### config.mk
export PLATFORM = sky130hd
export DESIGN_NAME = spmc_serial_port
export DESIGN_NICKNAME = d
export VERILOG_FILES = /design/src/spmc_pkg.sv /design/src/spmc_serial_port.sv
export SDC_FILE = /design/constraint.sdc
export NUM_CORES = 1
export LEC_CHECK = 0
export BUFFER_PORTS_ARGS = -buffer_cell sky130_fd_sc_hd__buf_2
export CAP_MARGIN = 20
export CORE_MARGIN = 3
export CORE_UTILIZATION = 35
export CTS_BUF_LIST = sky130_fd_sc_hd__clkbuf_4
export DETAILED_ROUTE_END_ITERATION = 8
export GPL_ROUTABILITY_DRIVEN = 1
export GPL_TIMING_DRIVEN = 0
export PLACE_DENSITY = 0.57
export SYNTH_ARGS = -nofsm -noshare
export SYNTH_HDL_FRONTEND = slang
export SYNTH_SLANG_ARGS = --single-unit
### constraint.sdc
create_clock -name clk -period 7.6 [get_ports clk]
set_clock_uncertainty 0.1 [all_clocks]
set_input_delay 2.28 -clock clk [delete_from_list [all_inputs] [get_ports clk]]
set_output_delay 2.28 -clock clk [all_outputs]
set_load 0.02 [all_outputs]
### src/spmc_pkg.sv
// Purpose: Constants and types for the serial port modem control block.
// Assumes: 10 MHz system clock, APB register access, byte characters.
// Notes: Each rule below is tagged at the logic that keeps it.
package spmc_pkg;

    // Register byte offsets.
    localparam logic [7:0] ADDR_CTRL = 8'h00;
    localparam logic [7:0] ADDR_DIV = 8'h04;
    localparam logic [7:0] ADDR_TXD = 8'h08;
    localparam logic [7:0] ADDR_RXD = 8'h0C;
    localparam logic [7:0] ADDR_STAT = 8'h10;
    localparam logic [7:0] ADDR_RING = 8'h14;

    // Control register field positions.
    localparam int CTRL_RTS = 0;
    localparam int CTRL_DTR = 1;
    localparam int CTRL_SYNC = 2;
    localparam int CTRL_STOP2 = 3;

    // Values after reset.
    localparam logic [3:0] CTRL_RST = 4'h0;
    localparam logic [15:0] DIV_RST = 16'h0411;
    localparam logic [15:0] RING_RST = 16'h03E8;

    // Bits of a character and count loaded at the start of a sync frame.
    localparam logic [3:0] ASYNC_BITS = 4'h8;
    localparam logic [3:0] SYNC_BITS = 4'h7;

    // Transmitter and receiver states.
    typedef enum logic [1:0] {TX_IDLE, TX_DATA, TX_STOP} spmc_tx_e;
    typedef enum logic [1:0] {RX_IDLE, RX_START, RX_DATA, RX_STOP} spmc_rx_e;

endpackage

### src/spmc_serial_port.sv
// Purpose: Serial port with modem handshake, carrier gating and ring filter.
// Assumes: Modem pins and bit clocks are asynchronous to clk.
// Notes: Transmit bytes pass a two-entry buffer; a full buffer stalls APB writes to TXD.
//
// Implementation choices: the APB slave port and the placing of the registers.
`timescale 1ns/1ps
module spmc_serial_port (
    input wire logic clk,
    input wire logic rstn,
    input wire logic psel,
    input wire logic penable,
    input wire logic pwrite,
    input wire logic [7:0] paddr,
    input wire logic [31:0] pwdata,
    output logic [31:0] prdata,
    output logic pready,
    output logic pslverr,
    output logic txLine,
    input wire logic rxLine,
    output logic rtsOut,
    input wire logic ctsIn,
    output logic dtrOut,
    input wire logic dsrIn,
    input wire logic dcdIn,
    input wire logic ringIn,
    output logic ringDetect,
    input wire logic txClkIn,
    input wire logic rxClkIn
);

    // Two-stage synchronisers for all modem inputs, stage one and two.
    logic [6:0] syncA_reg;
    logic [6:0] syncB_reg;
    // Previous samples of the bit clocks for edge detection.
    logic txClkOld_reg;
    logic rxClkOld_reg;

    // Control, divider and ring threshold registers.
    logic [3:0] ctrl_reg;
    logic [15:0] div_reg;
    logic [15:0] ringThr_reg;

    // Two-entry transmit buffer.
    logic [7:0] buf_reg [2];
    logic wrPtr_reg;
    logic rdPtr_reg;
    logic [1:0] count_reg;

    // Transmitter state.
    spmc_pkg::spmc_tx_e txState_reg;
    logic [7:0] txSh_reg;
    logic [3:0] txBits_reg;
    logic txStop_reg;
    logic [15:0] txCnt_reg;

    // Receiver state.
    spmc_pkg::spmc_rx_e rxState_reg;
    logic [7:0] rxSh_reg;
    logic [3:0] rxBits_reg;
    logic [15:0] rxCnt_reg;
    logic [7:0] rxByte_reg;
    logic rxValid_reg;
    logic overrun_reg;
    logic frameErr_reg;

    // Terminal-ready lockout and ring integrator.
    logic dtrLock_reg;
    logic [15:0] ringCnt_reg;

    // Synchronised inputs named by use.
    wire ctsS = syncB_reg[0];
    wire dsrS = syncB_reg[1];
    wire dcdS = syncB_reg[2];
    wire ringS = syncB_reg[3];
    wire rxS = syncB_reg[4];
    wire txClkS = syncB_reg[5];
    wire rxClkS = syncB_reg[6];

    // Mode bits.
    wire syncMode = ctrl_reg[spmc_pkg::CTRL_SYNC];
    wire stop2 = ctrl_reg[spmc_pkg::CTRL_STOP2];

    // Bit clock edges, found from synchronised samples only.
    wire txClkRise = txClkS & ~txClkOld_reg;
    wire rxClkFall = ~rxClkS & rxClkOld_reg;

    // APB decode.
    wire access = psel & penable & ~pready;
    wire done = psel & penable & pready;
    wire isCtrl = paddr == spmc_pkg::ADDR_CTRL;
    wire isDiv = paddr == spmc_pkg::ADDR_DIV;
    wire isTxd = paddr == spmc_pkg::ADDR_TXD;
    wire isRxd = paddr == spmc_pkg::ADDR_RXD;
    wire isStat = paddr == spmc_pkg::ADDR_STAT;
    wire isRing = paddr == spmc_pkg::ADDR_RING;
    wire mapped = isCtrl | isDiv | isTxd | isRxd | isStat | isRing;
    wire bufFull = count_reg == 2'h2;
    // A write to a full buffer holds pready low until a byte leaves.
    wire stall = access & pwrite & isTxd & bufFull;
    wire wrDone = done & pwrite;
    wire push = wrDone & isTxd;
    wire rxdRead = done & ~pwrite & isRxd;

    wire canSend = rtsOut & ctsS;
    // Async bit tick from the divider, sync tick on the clock rising edge.
    // rising edge drive
    wire txTick = syncMode ? txClkRise : (txCnt_reg == 16'h0000);
    wire pop = (txState_reg == spmc_pkg::TX_IDLE) & txTick & canSend & (count_reg != 2'h0);
    wire [7:0] head = buf_reg[rdPtr_reg];
    wire rxTick = rxCnt_reg == 16'h0000;
    wire deliver;

    // Status word gathered for reads.
    wire [31:0] statWord = {22'h000000, count_reg, frameErr_reg, overrun_reg,
                            ringDetect, dcdS, dsrS, ctsS, rxValid_reg,
                            txState_reg != spmc_pkg::TX_IDLE};

    // Read data selection.
    wire [31:0] readMux = isCtrl ? {28'h0000000, ctrl_reg} :
                          isDiv ? {16'h0000, div_reg} :
                          isRxd ? {24'h000000, rxByte_reg} :
                          isStat ? statWord :
                          isRing ? {16'h0000, ringThr_reg} : 32'h00000000;

    always_ff @(posedge clk or negedge rstn) begin
        if (!rstn) begin
            syncA_reg <= 7'h00;
            syncB_reg <= 7'h00;
            txClkOld_reg <= 1'b0;
            rxClkOld_reg <= 1'b0;
        end else begin
            syncA_reg <= {rxClkIn, txClkIn, rxLine, ringIn, dcdIn, dsrIn, ctsIn};
            syncB_reg <= syncA_reg;
            txClkOld_reg <= txClkS;
            rxClkOld_reg <= rxClkS;
        end
    end

    // APB answer one cycle into the access phase, unless stalled.
    always_ff @(posedge clk or negedge rstn) begin
        if (!rstn) begin
            pready <= 1'b0;
            pslverr <= 1'b0;
            prdata <= 32'h00000000;
        end else begin
            pready <= access & ~stall;
            pslverr <= access & ~stall & ~mapped;
            prdata <= readMux;
        end
    end

    // Register writes take effect at the completing edge.
    always_ff @(posedge clk or negedge rstn) begin
        if (!rstn) begin
            ctrl_reg <= spmc_pkg::CTRL_RST;
            div_reg <= spmc_pkg::DIV_RST;
            ringThr_reg <= spmc_pkg::RING_RST;
        end else if (wrDone) begin
            if (isCtrl) begin
                ctrl_reg <= pwdata[3:0];
            end
            if (isDiv) begin
                div_reg <= pwdata[15:0];
            end
            if (isRing) begin
                ringThr_reg <= pwdata[15:0];
            end
        end
    end

    // Transmit buffer: written by APB, drained by the transmitter.
    always_ff @(posedge clk or negedge rstn) begin
        if (!rstn) begin
            wrPtr_reg <= 1'b0;
            rdPtr_reg <= 1'b0;
            count_reg <= 2'h0;
        end else begin
            if (push) begin
                wrPtr_reg <= ~wrPtr_reg;
            end
            if (pop) begin
                rdPtr_reg <= ~rdPtr_reg;
            end
            count_reg <= count_reg + {1'b0, push} - {1'b0, pop};
        end
    end

    // Buffer storage needs no reset; count marks what is valid.
    always_ff @(posedge clk) begin
        if (push) begin
            buf_reg[wrPtr_reg] <= pwdata[7:0];
        end
    end

    // Async bit-time divider for the transmitter.
    always_ff @(posedge clk or negedge rstn) begin
        if (!rstn) begin
            txCnt_reg <= 16'h0000;
        end else begin
            txCnt_reg <= (txCnt_reg == 16'h0000) ? div_reg : txCnt_reg - 16'h0001;
        end
    end

    // Transmitter; the line idles high (mark).
    always_ff @(posedge clk or negedge rstn) begin
        if (!rstn) begin
            txState_reg <= spmc_pkg::TX_IDLE;
            txLine <= 1'b1;
            txSh_reg <= 8'h00;
            txBits_reg <= 4'h0;
            txStop_reg <= 1'b0;
        end else if (txTick) begin
            case (txState_reg)
                spmc_pkg::TX_IDLE: begin
                    if (pop) begin
                        txState_reg <= spmc_pkg::TX_DATA;
                        if (syncMode) begin
                            // Sync: first data bit goes out at once.
                            txLine <= head[0];
                            txSh_reg <= {1'b0, head[7:1]};
                            txBits_reg <= spmc_pkg::SYNC_BITS;
                        end else begin
                            txLine <= 1'b0;
                            txSh_reg <= head;
                            txBits_reg <= spmc_pkg::ASYNC_BITS;
                        end
                    end
                end
                spmc_pkg::TX_DATA: begin
                    if (txBits_reg != 4'h0) begin
                        txLine <= txSh_reg[0];
                        txSh_reg <= {1'b0, txSh_reg[7:1]};
                        txBits_reg <= txBits_reg - 4'h1;
                    end else if (syncMode) begin
                        txLine <= 1'b1;
                        txState_reg <= spmc_pkg::TX_IDLE;
                    end else begin
                        txLine <= 1'b1;
                        txStop_reg <= stop2;
                        txState_reg <= spmc_pkg::TX_STOP;
                    end
                end
                spmc_pkg::TX_STOP: begin
                    // A second stop bit holds the line one tick more.
                    if (txStop_reg) begin
                        txStop_reg <= 1'b0;
                    end else begin
                        txState_reg <= spmc_pkg::TX_IDLE;
                    end
                end
                default: begin
                    txState_reg <= spmc_pkg::TX_IDLE;
                end
            endcase
        end
    end

    // A character is complete at the last sync bit or a good async stop, and never without carrier.
    assign deliver = dcdS & (syncMode ? (rxClkFall & (rxBits_reg == spmc_pkg::SYNC_BITS))
                                      : ((rxState_reg == spmc_pkg::RX_STOP) & rxTick & rxS));

    always_ff @(posedge clk or negedge rstn) begin
        if (!rstn) begin
            rxState_reg <= spmc_pkg::RX_IDLE;
            rxSh_reg <= 8'h00;
            rxBits_reg <= 4'h0;
            rxCnt_reg <= 16'h0000;
        end else if (!dcdS) begin
            rxState_reg <= spmc_pkg::RX_IDLE;
            rxBits_reg <= 4'h0;
            rxCnt_reg <= 16'h0000;
        end else if (syncMode) begin
            if (rxClkFall) begin
                rxSh_reg <= {rxS, rxSh_reg[7:1]};
                rxBits_reg <= deliver ? 4'h0 : rxBits_reg + 4'h1;
            end
        end else begin
            rxCnt_reg <= rxTick ? div_reg : rxCnt_reg - 16'h0001;
            case (rxState_reg)
                spmc_pkg::RX_IDLE: begin
                    // Start edge: wait half a bit to reach the centre.
                    if (!rxS) begin
                        rxCnt_reg <= {1'b0, div_reg[15:1]};
                        rxState_reg <= spmc_pkg::RX_START;
                    end
                end
                spmc_pkg::RX_START: begin
                    // A glitch that is high at the centre is dropped.
                    if (rxTick) begin
                        rxBits_reg <= 4'h0;
                        rxState_reg <= rxS ? spmc_pkg::RX_IDLE : spmc_pkg::RX_DATA;
                    end
                end
                spmc_pkg::RX_DATA: begin
                    if (rxTick) begin
                        rxSh_reg <= {rxS, rxSh_reg[7:1]};
                        rxBits_reg <= rxBits_reg + 4'h1;
                        if (rxBits_reg == spmc_pkg::SYNC_BITS) begin
                            rxState_reg <= spmc_pkg::RX_STOP;
                        end
                    end
                end
                spmc_pkg::RX_STOP: begin
                    if (rxTick) begin
                        // Clear the bit count so a later switch to sync mode starts a fresh byte.
                        rxBits_reg <= 4'h0;
                        rxState_reg <= spmc_pkg::RX_IDLE;
                    end
                end
                default: begin
                    rxState_reg <= spmc_pkg::RX_IDLE;
                end
            endcase
        end
    end

    // Received byte and sticky flags; a new event wins over a read.
    always_ff @(posedge clk or negedge rstn) begin
        if (!rstn) begin
            rxByte_reg <= 8'h00;
            rxValid_reg <= 1'b0;
            overrun_reg <= 1'b0;
            frameErr_reg <= 1'b0;
        end else begin
            if (deliver) begin
                rxByte_reg <= syncMode ? {rxS, rxSh_reg[7:1]} : rxSh_reg;
                rxValid_reg <= 1'b1;
                overrun_reg <= overrun_reg | (rxValid_reg & ~rxdRead);
            end else if (rxdRead) begin
                rxValid_reg <= 1'b0;
                overrun_reg <= 1'b0;
            end
            if (!syncMode & dcdS & (rxState_reg == spmc_pkg::RX_STOP) & rxTick & ~rxS) begin
                frameErr_reg <= 1'b1;
            end else if (rxdRead) begin
                frameErr_reg <= 1'b0;
            end
        end
    end

    // Modem control outputs; no transmit clock is ever driven out.
    // no clock out
    always_ff @(posedge clk or negedge rstn) begin
        if (!rstn) begin
            rtsOut <= 1'b0;
            dtrOut <= 1'b0;
            dtrLock_reg <= 1'b0;
        end else begin
            rtsOut <= ctrl_reg[spmc_pkg::CTRL_RTS];
            dtrOut <= ctrl_reg[spmc_pkg::CTRL_DTR] & (dtrOut | ~dtrLock_reg);
            if (dtrOut & ~ctrl_reg[spmc_pkg::CTRL_DTR]) begin
                dtrLock_reg <= 1'b1;
            end else if (!dsrS) begin
                dtrLock_reg <= 1'b0;
            end
        end
    end

    always_ff @(posedge clk or negedge rstn) begin
        if (!rstn) begin
            ringCnt_reg <= 16'h0000;
            ringDetect <= 1'b0;
        end else if (!ringS) begin
            ringCnt_reg <= 16'h0000;
            ringDetect <= 1'b0;
        end else if (ringCnt_reg >= ringThr_reg) begin
            ringDetect <= 1'b1;
        end else begin
            ringCnt_reg <= ringCnt_reg + 16'h0001;
        end
    end
endmodule

Word level (Yosys, flattened, before mapping)

Memory sizes are Yosys's and may differ from the RTL's.
Index checks and enable logic that the tools add are counted.

Register bits: 167
RAM bits: 16
Input bits: 52
Output and inout bits: 38
Logic and storage cells: 212
Memories: 1

Memory list:

| memory  | words | bits a word | rd ports | clocked after memory_dff | write ports | line                   | source |
|---|---|---|---|---|---|---|---|
| buf_reg | 2     | 8           | 1        | 0                        | 1           | spmc_serial_port.sv:44 | `logic [7:0] buf_reg [2];` |

Add/sub/neg operators: 7
$lt $le $gt $ge: 1
Eq/ne operators: 31
Multiplexer cells: 66
Bitwise logic cells: 48
Reduce and logical (&&, ||, !) cells: 26

Operators with widths:

| kind                                                                    | number |
|---|---|
| 16-bit 2-to-1 mux                                                       | 13 |
| 8-bit 2-to-1 mux                                                        | 8 |
| 4-bit 2-to-1 mux                                                        | 9 |
| 16-bit logical NOT                                                      | 2 |
| 16-bit by 1-bit subtractor with 16-bit output, second input constant    | 2 |
| 1-bit bitwise AND                                                       | 29 |
| 2-bit 2-to-1 mux                                                        | 12 |
| 4-bit AND reduction                                                     | 5 |
| 1-bit 2-to-1 mux                                                        | 17 |
| 16-bit by 1-bit adder with 16-bit output, second input constant         | 1 |
| 8-bit by 4-bit equality test with 1-bit output, second input constant   | 2 |
| 8-bit by 5-bit equality test with 1-bit output, second input constant   | 2 |
| 16-bit greater-or-equal comparator                                      | 1 |
| 4-bit one-hot mux with 2 select lines                                   | 2 |
| 8-bit one-hot mux with 2 select lines                                   | 1 |
| 2-bit nonzero test                                                      | 8 |
| 3-bit inequality test, second input constant                            | 5 |
| 2-bit inequality test, second input constant                            | 7 |
| 1-bit inverter                                                          | 12 |
| 2-bit equality test, second input constant                              | 4 |
| 8-bit by 3-bit equality test with 1-bit output, second input constant   | 1 |
| 8-bit logical NOT                                                       | 1 |
| 4-bit by 2-bit inequality test with 1-bit output, second input constant | 2 |
| 2-bit one-hot mux with 4 select lines                                   | 1 |
| other kinds (19)                                                        | 32 |

Depth between registers and ports, before layout

Gate-level depths: netlist of the first run.

Depth in word-level cells: 9
Mapped depth: 11

Worst setup path before layout of the first run

OpenSTA, ideal clock, no wires.

Kind: input to register
From: input port paddr[1]
To: register div_reg[11]
Library setup time: 0.125 ns
Arrival time: 4.032 ns
Data required time: 7.375 ns
Path slack: 3.343 ns
Cell stages on the path: 6
Path buffers: 1
Path through: or3_1 -> nor3_1 -> nand2_1 -> nor3_2 -> buf_4 -> mux2_2

Cells in the longest elaborated chain, start to end: 2

Ends and longest elaborated chain:

| item                                           | line                    | source |
|---|---|---|
| from (decl)                                    | spmc_serial_port.sv:13  | `input wire logic [7:0] paddr,` |
| 8-bit by 3-bit equality test with 1-bit output | spmc_serial_port.sv:91  | `wire isDiv = paddr == spmc_pkg::ADDR_DIV;` |
| 2-bit AND reduction (no line)                  | n/a                     |  |
| to (signal assigned)                           | spmc_serial_port.sv:156 | `div_reg <= spmc_pkg::DIV_RST;` |
| to (signal assigned)                           | spmc_serial_port.sv:163 | `div_reg <= pwdata[15:0];` |
| to (decl)                                      | spmc_serial_port.sv:40  | `logic [15:0] div_reg;` |

Every way passes these cells.
A chain may end at the register's enable or synchronous reset.

Final worst setup path of the first run

From: input port paddr[1]
To: register ringThr_reg[10]

Cells in the longest elaborated chain, start to end: 2

Ends and longest elaborated chain:

| item                                           | line                    | source |
|---|---|---|
| 8-bit by 5-bit equality test with 1-bit output | spmc_serial_port.sv:95  | `wire isRing = paddr == spmc_pkg::ADDR_RING;` |
| 2-bit AND reduction (no line)                  | n/a                     |  |
| to (signal assigned)                           | spmc_serial_port.sv:157 | `ringThr_reg <= spmc_pkg::RING_RST;` |
| to (signal assigned)                           | spmc_serial_port.sv:166 | `ringThr_reg <= pwdata[15:0];` |
| to (decl)                                      | spmc_serial_port.sv:41  | `logic [15:0] ringThr_reg;` |

Every way passes these cells.

==> out/metrics.csv, run 1 <==
metric,value,unit
first-pass GRT wire length,37.5,mm
hpwl dp,16.9,mm
grt ovf,0,
DR pass1 iterations,5,
IO Port Bufs,57,
final worst-path cycle share,56.8,%
setup_tns,0,ns
initial antenna violation count,0,
Yosys reg bits,183,
clk buf depth,2,
Async SR Flop Fraction,91.3,%
Worst-path clk slew,0.15,ns
postcts setup bufs,0,
antenna-violating nets left,0,
startpoint types,primary input,
Die X,169,um
Residual DRC,0,
TritonCTS clock tree,built,
hold buffers post-CTS,0,
main flop type after synthesis,dfrtp_1,
GRT Total Usage,16.5,%
pins over their slew limit,0,
Worst-Skew Late Latency,0.58,ns
layout cells sized above 1,19.6,%
most frequent cells in the layout,"157 x dfrtp_1, 77 x nor2_1, 74 x nand2_1",
min-delay worst type,register to register,
"most common cell after layout, fill and taps aside",dfrtp_1,
Worst Max-Slew Pin Slew,0.906,ns
non-filler instance count after layout,1319,
NumNets Final,1052,
minimum clock period,4.31,ns
die span in y,169,um
Crit Path Class,primary input to register,
pin count of the biggest net entering global routing,87,
RSZ-0062 raised after global routing,false,
Post-synth EDFFs,16,
WL final,22.9,mm
post-cts sizing count,0,
max capacitance violation total,0,
initial drt markers,404,
site row count,58,
GPL Wtd Cong,0.867,
total power,2.41,mW
crit path DAT,4.68,ns
core footprint,0.0256,mm2
Crit Path Max Fanout,10,
leak pwr,4.57,nW
post-synthesis sequential area ratio,50.3,%
I/O pin cnt,90,
Mapped Area,0.00928,mm2
status,completed,
Area Overhead vs Synth,11.8,%
CTS buffer count,17,
H-tree lvl count,4,
number of diodes,0,
Yosys cell types,69,
Mean Syn Cell Area,10.5,um2
die area,0.0285,mm2
fmax,232,MHz
vias after detailed routing,6918,
Synth Instances,883,
Sink Count,183,
CP Data Required Time,7.97,ns
Fin. Hold Viols,0,
Filler cells,2501,
Final setup viols,0,
Via-to-Cell Ratio,5.24,
drt wl/cell,17.4,um
number of global-route vias before repair,6833,
cell total after placement,1287,
critical path capture point type,register,
PD cells,232,mW/mm2
CTS root buffer,clkbuf_4,
Max-Slew Margin vs Limit,39.1,%
VDD IR max,0.118,mV
Ys Warns,0,
Starting Density,36.2,%
[layout make-up]
class | count | area, um2 | share of cell area [%]
buffer | 57 | 294 | 2.83
clock buffer | 18 | 135 | 1.30
clock inverter | 14 | 160 | 1.54
inverter | 34 | 128 | 1.23
multi-input combinational | 624 | 4250 | 40.9
sequential | 183 | 4670 | 45.0
tap | 330 | 413 | 3.98
timing repair buffer | 59 | 328 | 3.16
[power breakdown]
part           switching (mW)  internal, mW  total [mW]
logic                   0.370         0.274       0.644
registers               0.107          1.08        1.19
clock network           0.366         0.211       0.577
[kinds of logic after synthesis]
kind of cell	after synthesis	share of synthesized area (%)
simple gates	293	15.8
flops	183	50.3
compound gates	165	11.1
mux	99	12.4
buf+inv	91	4.54
xor+xnor	27	2.55
fa+ha+maj	24	3.23
other cells	1	0.0404
[worst max-delay path, stage by stage]
cell and delay, ns:
buf_2 0.09, or3_1 0.44, nor3_1 0.25, nand2_1 0.33, nor3_2 0.61, buf_4 0.32
mux2_2 0.35
[stage by stage]
step                      util [%]  hold WS [ns]  setup slack (ns)  area, um2
after floorplan                  -         0.231              3.34       9340
after global routing          40.5         0.275              3.20      10400
final                         40.5         0.269              3.29      10400
after detailed placement      39.4         0.236              2.66      10100
after CTS                     40.5         0.272              3.29      10400
after global placement        39.2         0.232              1.45      10000
[synth_stat cells, types with 3 or more instances]
cell type | instances | area [um2]
a21oi_1 | 59 | 295
or4_1 | 7 | 52.6
dfstp_2 | 10 | 263
buf_4 | 18 | 135
edfxtp_1 | 16 | 480
nand2_1 | 74 | 278
o21ai_0 | 36 | 180
a31oi_1 | 3 | 18.8
inv_1 | 34 | 128
xor2_1 | 8 | 70.1
o32ai_1 | 4 | 35.0
or3_1 | 10 | 62.6
a21o_1 | 4 | 30.0
nor4_1 | 19 | 119
buf_2 | 4 | 20.0
ha_1 | 24 | 300
a22oi_1 | 3 | 22.5
o21a_1 | 4 | 30.0
nor4b_1 | 4 | 35.0
nor3_1 | 23 | 115
and3_1 | 4 | 25.0
nand3b_1 | 3 | 22.5
nor2b_1 | 4 | 25.0
nand3_1 | 19 | 95.1
nand4_1 | 12 | 75.1
xnor2_1 | 19 | 166
nor2_1 | 77 | 289
o21ai_1 | 9 | 45.0
buf_1 | 7 | 26.3
dfrtp_1 | 157 | 3930
o211ai_1 | 8 | 60.1
mux2_2 | 49 | 552
o31ai_1 | 7 | 52.6
clkbuf_1 | 27 | 101
mux4_2 | 8 | 180
mux2i_1 | 42 | 420
a22o_1 | 4 | 35.0
nand2b_1 | 18 | 113
or2_2 | 4 | 25.0
and2_1 | 3 | 18.8
[layer usage]
metal,wire length (um),share of wire (%),track usage (%),up-vias
met3,957,4.2,3.04,34
li1,-,-,-,3331
met2,10900,48,26.8,163
met1,10600,46,22.6,3390
met4,446,1.9,4.62,0
met5,0,0,0,-
[worst paths after layout]
kind                               from               to  slack (ns)  cells past startpoint
hold / removal             syncA_reg[4]     syncB_reg[4]        0.27                      0
setup reg to reg           txCnt_reg[0]     count_reg[1]        4.57                     11
setup / recovery               paddr[1]  ringThr_reg[10]        3.29                      7
hold reg to reg            syncA_reg[4]     syncB_reg[4]        0.27                      0
max in group asynchronous          rstn   ringThr_reg[5]        4.99                      2
min in group asynchronous          rstn  ringCnt_reg[12]        1.54                      1
(Power assumes the default switching activity.)
==> run 2, diff against run 1 <==
--- a/config.mk
+++ b/config.mk
@@ -5,6 +5,7 @@
 export SDC_FILE = /design/constraint.sdc
 export NUM_CORES = 1
 export LEC_CHECK = 0
+export ABC_AREA = 1
 export BUFFER_PORTS_ARGS = -buffer_cell sky130_fd_sc_hd__buf_2
 export CAP_MARGIN = 20
 export CORE_MARGIN = 3
@@ -13,7 +14,7 @@
 export DETAILED_ROUTE_END_ITERATION = 8
 export GPL_ROUTABILITY_DRIVEN = 1
 export GPL_TIMING_DRIVEN = 0
-export PLACE_DENSITY = 0.57
+export PLACE_DENSITY = 0.59
 export SYNTH_ARGS = -nofsm -noshare
 export SYNTH_HDL_FRONTEND = slang
 export SYNTH_SLANG_ARGS = --single-unit
==> constraint.sdc (replaced) <==
create_clock -name clk -period 3.8 [get_ports clk]
set_clock_uncertainty 0.1 [all_clocks]
set_input_delay 1.14 -clock clk [delete_from_list [all_inputs] [get_ports clk]]
set_output_delay 1.14 -clock clk [all_outputs]
set_load 0.02 [all_outputs]
==> run 2 against run 1 <==
Design area is 5.7% higher. Critical endpoint is now txLine. Routed wire length is 9.3% higher. Largest cell class unchanged. Via count is 17% higher. Core utilization is 0.27 points lower. Register-to-register slack worse by 3.2 ns.
==> out/metrics.csv, run 2 <==
metric,value,unit
status,completed,
setup ws final,1.23,ns
Async SR Flop Fraction,91.3,%
TritonCTS clock tree,built,
Worst-path clk slew,0.16,ns
leak pwr,5.38,nW
Crit Path Class,register to output pin,
Yosys top cell by area,dfrtp_1,
NumNets Final,1401,
grt ovf,0,
I/O pin cnt,90,
Yosys cell types,46,
initial antenna violation count,1,
PD cells,457,mW/mm2
pre-CTS WS,0.676,ns
Via-to-Cell Ratio,4.72,
Yosys top cell area share,40.0,%
Filler cells,2794,
Mapped Area,0.00983,mm2
IO Port Bufs,57,
Area Overhead vs Synth,11.5,%
main flop type after synthesis,dfrtp_1,
hpwl dp,19.1,mm
layout cells sized above 1,14.8,%
pin count of the biggest net entering global routing,91,
Crit Path Max Fanout,2,
core footprint,0.0273,mm2
pins over their slew limit,0,
GPL Wtd Cong,0.881,
"most common cell after layout, fill and taps aside",nand2_1,
Max-Slew Margin vs Limit,48.3,%
initial drt markers,504,
Fin. Hold Viols,0,
"top cells by area, synth","dfrtp_1 40%, nand2_1 14%, inv_1 5.4%",
Ys Warns,0,
max capacitance violation total,0,
Final setup viols,0,
CP peak stage delay,0.57,ns
final worst-path cycle share,67.5,%
Post-synth EDFFs,16,
post-cts sizing count,0,
"CP delay by family, top",flip-flops,
minimum clock period,2.57,ns
"count leader, synth",nand2_1,
first-pass GRT wire length,41.0,mm
CTS buffer count,17,
CTS root buffer,clkbuf_4,
crit path DAT,1.33,ns
Post-synth top cells,"367 x nand2_1, 157 x dfrtp_1, 141 x inv_1",
CP Data Required Time,2.56,ns
"Cell Chain, Critical Path",buf_2,
hold buffers post-CTS,0,
VDD IR max,0.209,mV
critical path capture point type,output pin,
Synth Instances,1233,
most frequent cells in the layout,"367 x nand2_1, 157 x dfrtp_1, 141 x inv_1",
GRT Total Usage,16.8,%
site row count,60,
min-delay worst type,register to register,
Sink Count,183,
WP buf/inv,1,
die span in y,174,um
Worst-Skew Late Latency,0.59,ns
vias after detailed routing,8080,
RSZ-0062 raised after global routing,false,
fmax,390,MHz
worst hold margin,0.257,ns
H-tree lvl count,4,
Starting Density,36.1,%
DR pass1 iterations,5,
antenna-violating nets left,0,
number of global-route vias before repair,7721,
"Core Util, Final",40.2,%
Mean Syn Cell Area,7.97,um2
startpoint types,register,
Worst Max-Slew Pin Slew,0.773,ns
Residual DRC,0,
WL final,25.0,mm
Die X,174,um
post-synthesis sequential area ratio,47.5,%
postcts setup bufs,0,
drt wl/cell,14.6,um
Yosys reg bits,183,
crit path max-delay cell type,dfstp_2,
clk buf depth,2,
die area,0.0301,mm2
[run 2: kinds of logic (layout without fill, tap and decap cells)]
group | count (synthesis) | count (layout) | share of synthesized area (%)
AOI/OAI and AO/OA | 169 | 169 | 10.5
and+or+nand+nor | 626 | 626 | 27.2
other | 1 | 17 | 0.0381
buffers and inverters | 197 | 287 | 8.72
adders and majority gates | 24 | 24 | 3.05
xor gates and xnor gates | 31 | 31 | 2.76
muxes | 2 | 2 | 0.204
DFF | 183 | 183 | 47.5
[run 2: final cells by class]
class / instances / area (um2) / share of cell area, %
sequential: 183 / 4670 / 42.6
timing repair buffer: 58 / 323 / 2.94
inverter: 150 / 564 / 5.15
clock inverter: 13 / 144 / 1.31
multi-input combinational: 868 / 4360 / 39.8
buffer: 47 / 293 / 2.67
tap: 372 / 465 / 4.24
clock buffer: 19 / 143 / 1.30
antenna: 1 / 2.50 / 0.0228
[run 2: power breakdown]
| group | internal (mW) | leakage [nW] | total [mW] | switching [mW] |
|---|---|---|---|---|
| clock network | 0.415 | 0.158 | 1.13 | 0.713 |
| registers | 2.15 | 2.35 | 2.33 | 0.186 |
| logic | 0.555 | 2.87 | 1.55 | 0.999 |
| total | 3.12 | 5.38 | 5.01 | 1.90 |
[run 2: worst paths after layout]
path / from / endpoint / slack [ns] / cells past startpoint
worst max-delay path: txLine / txLine / 1.23 / 1
worst min-delay path: syncA_reg[2] / syncB_reg[2] / 0.26 / 0
worst max register to register: txCnt_reg[0] / count_reg[1] / 1.41 / 14
worst min register to register: syncA_reg[2] / syncB_reg[2] / 0.26 / 0
max in group asynchronous: rstn / div_reg[4] / 2.33 / 2
min in group asynchronous: rstn / syncA_reg[0] / 0.40 / 1
[run 2: routing by layer]
layer	vias up	track usage, %	part of all wire, %
met1	3834	22.8	47
li1	4103	-	-
met3	27	2.52	2.5
met4	0	5.29	2.1
met5	-	0	0
met2	116	27.8	48
[run 2: per-stage QoR]
stage          area [um2]  TNS [ns]  std cells  power, mW
6_report            11000         0       1711       5.01
5_1_grt             11000         0       1711       5.42
4_1_cts             11000         0       1710       5.06
3_5_place_dp        10700         0       1678       3.93
3_3_place_gp        10600   -212.32       1677       3.90
2_1_floorplan        9890         0       1248       3.53
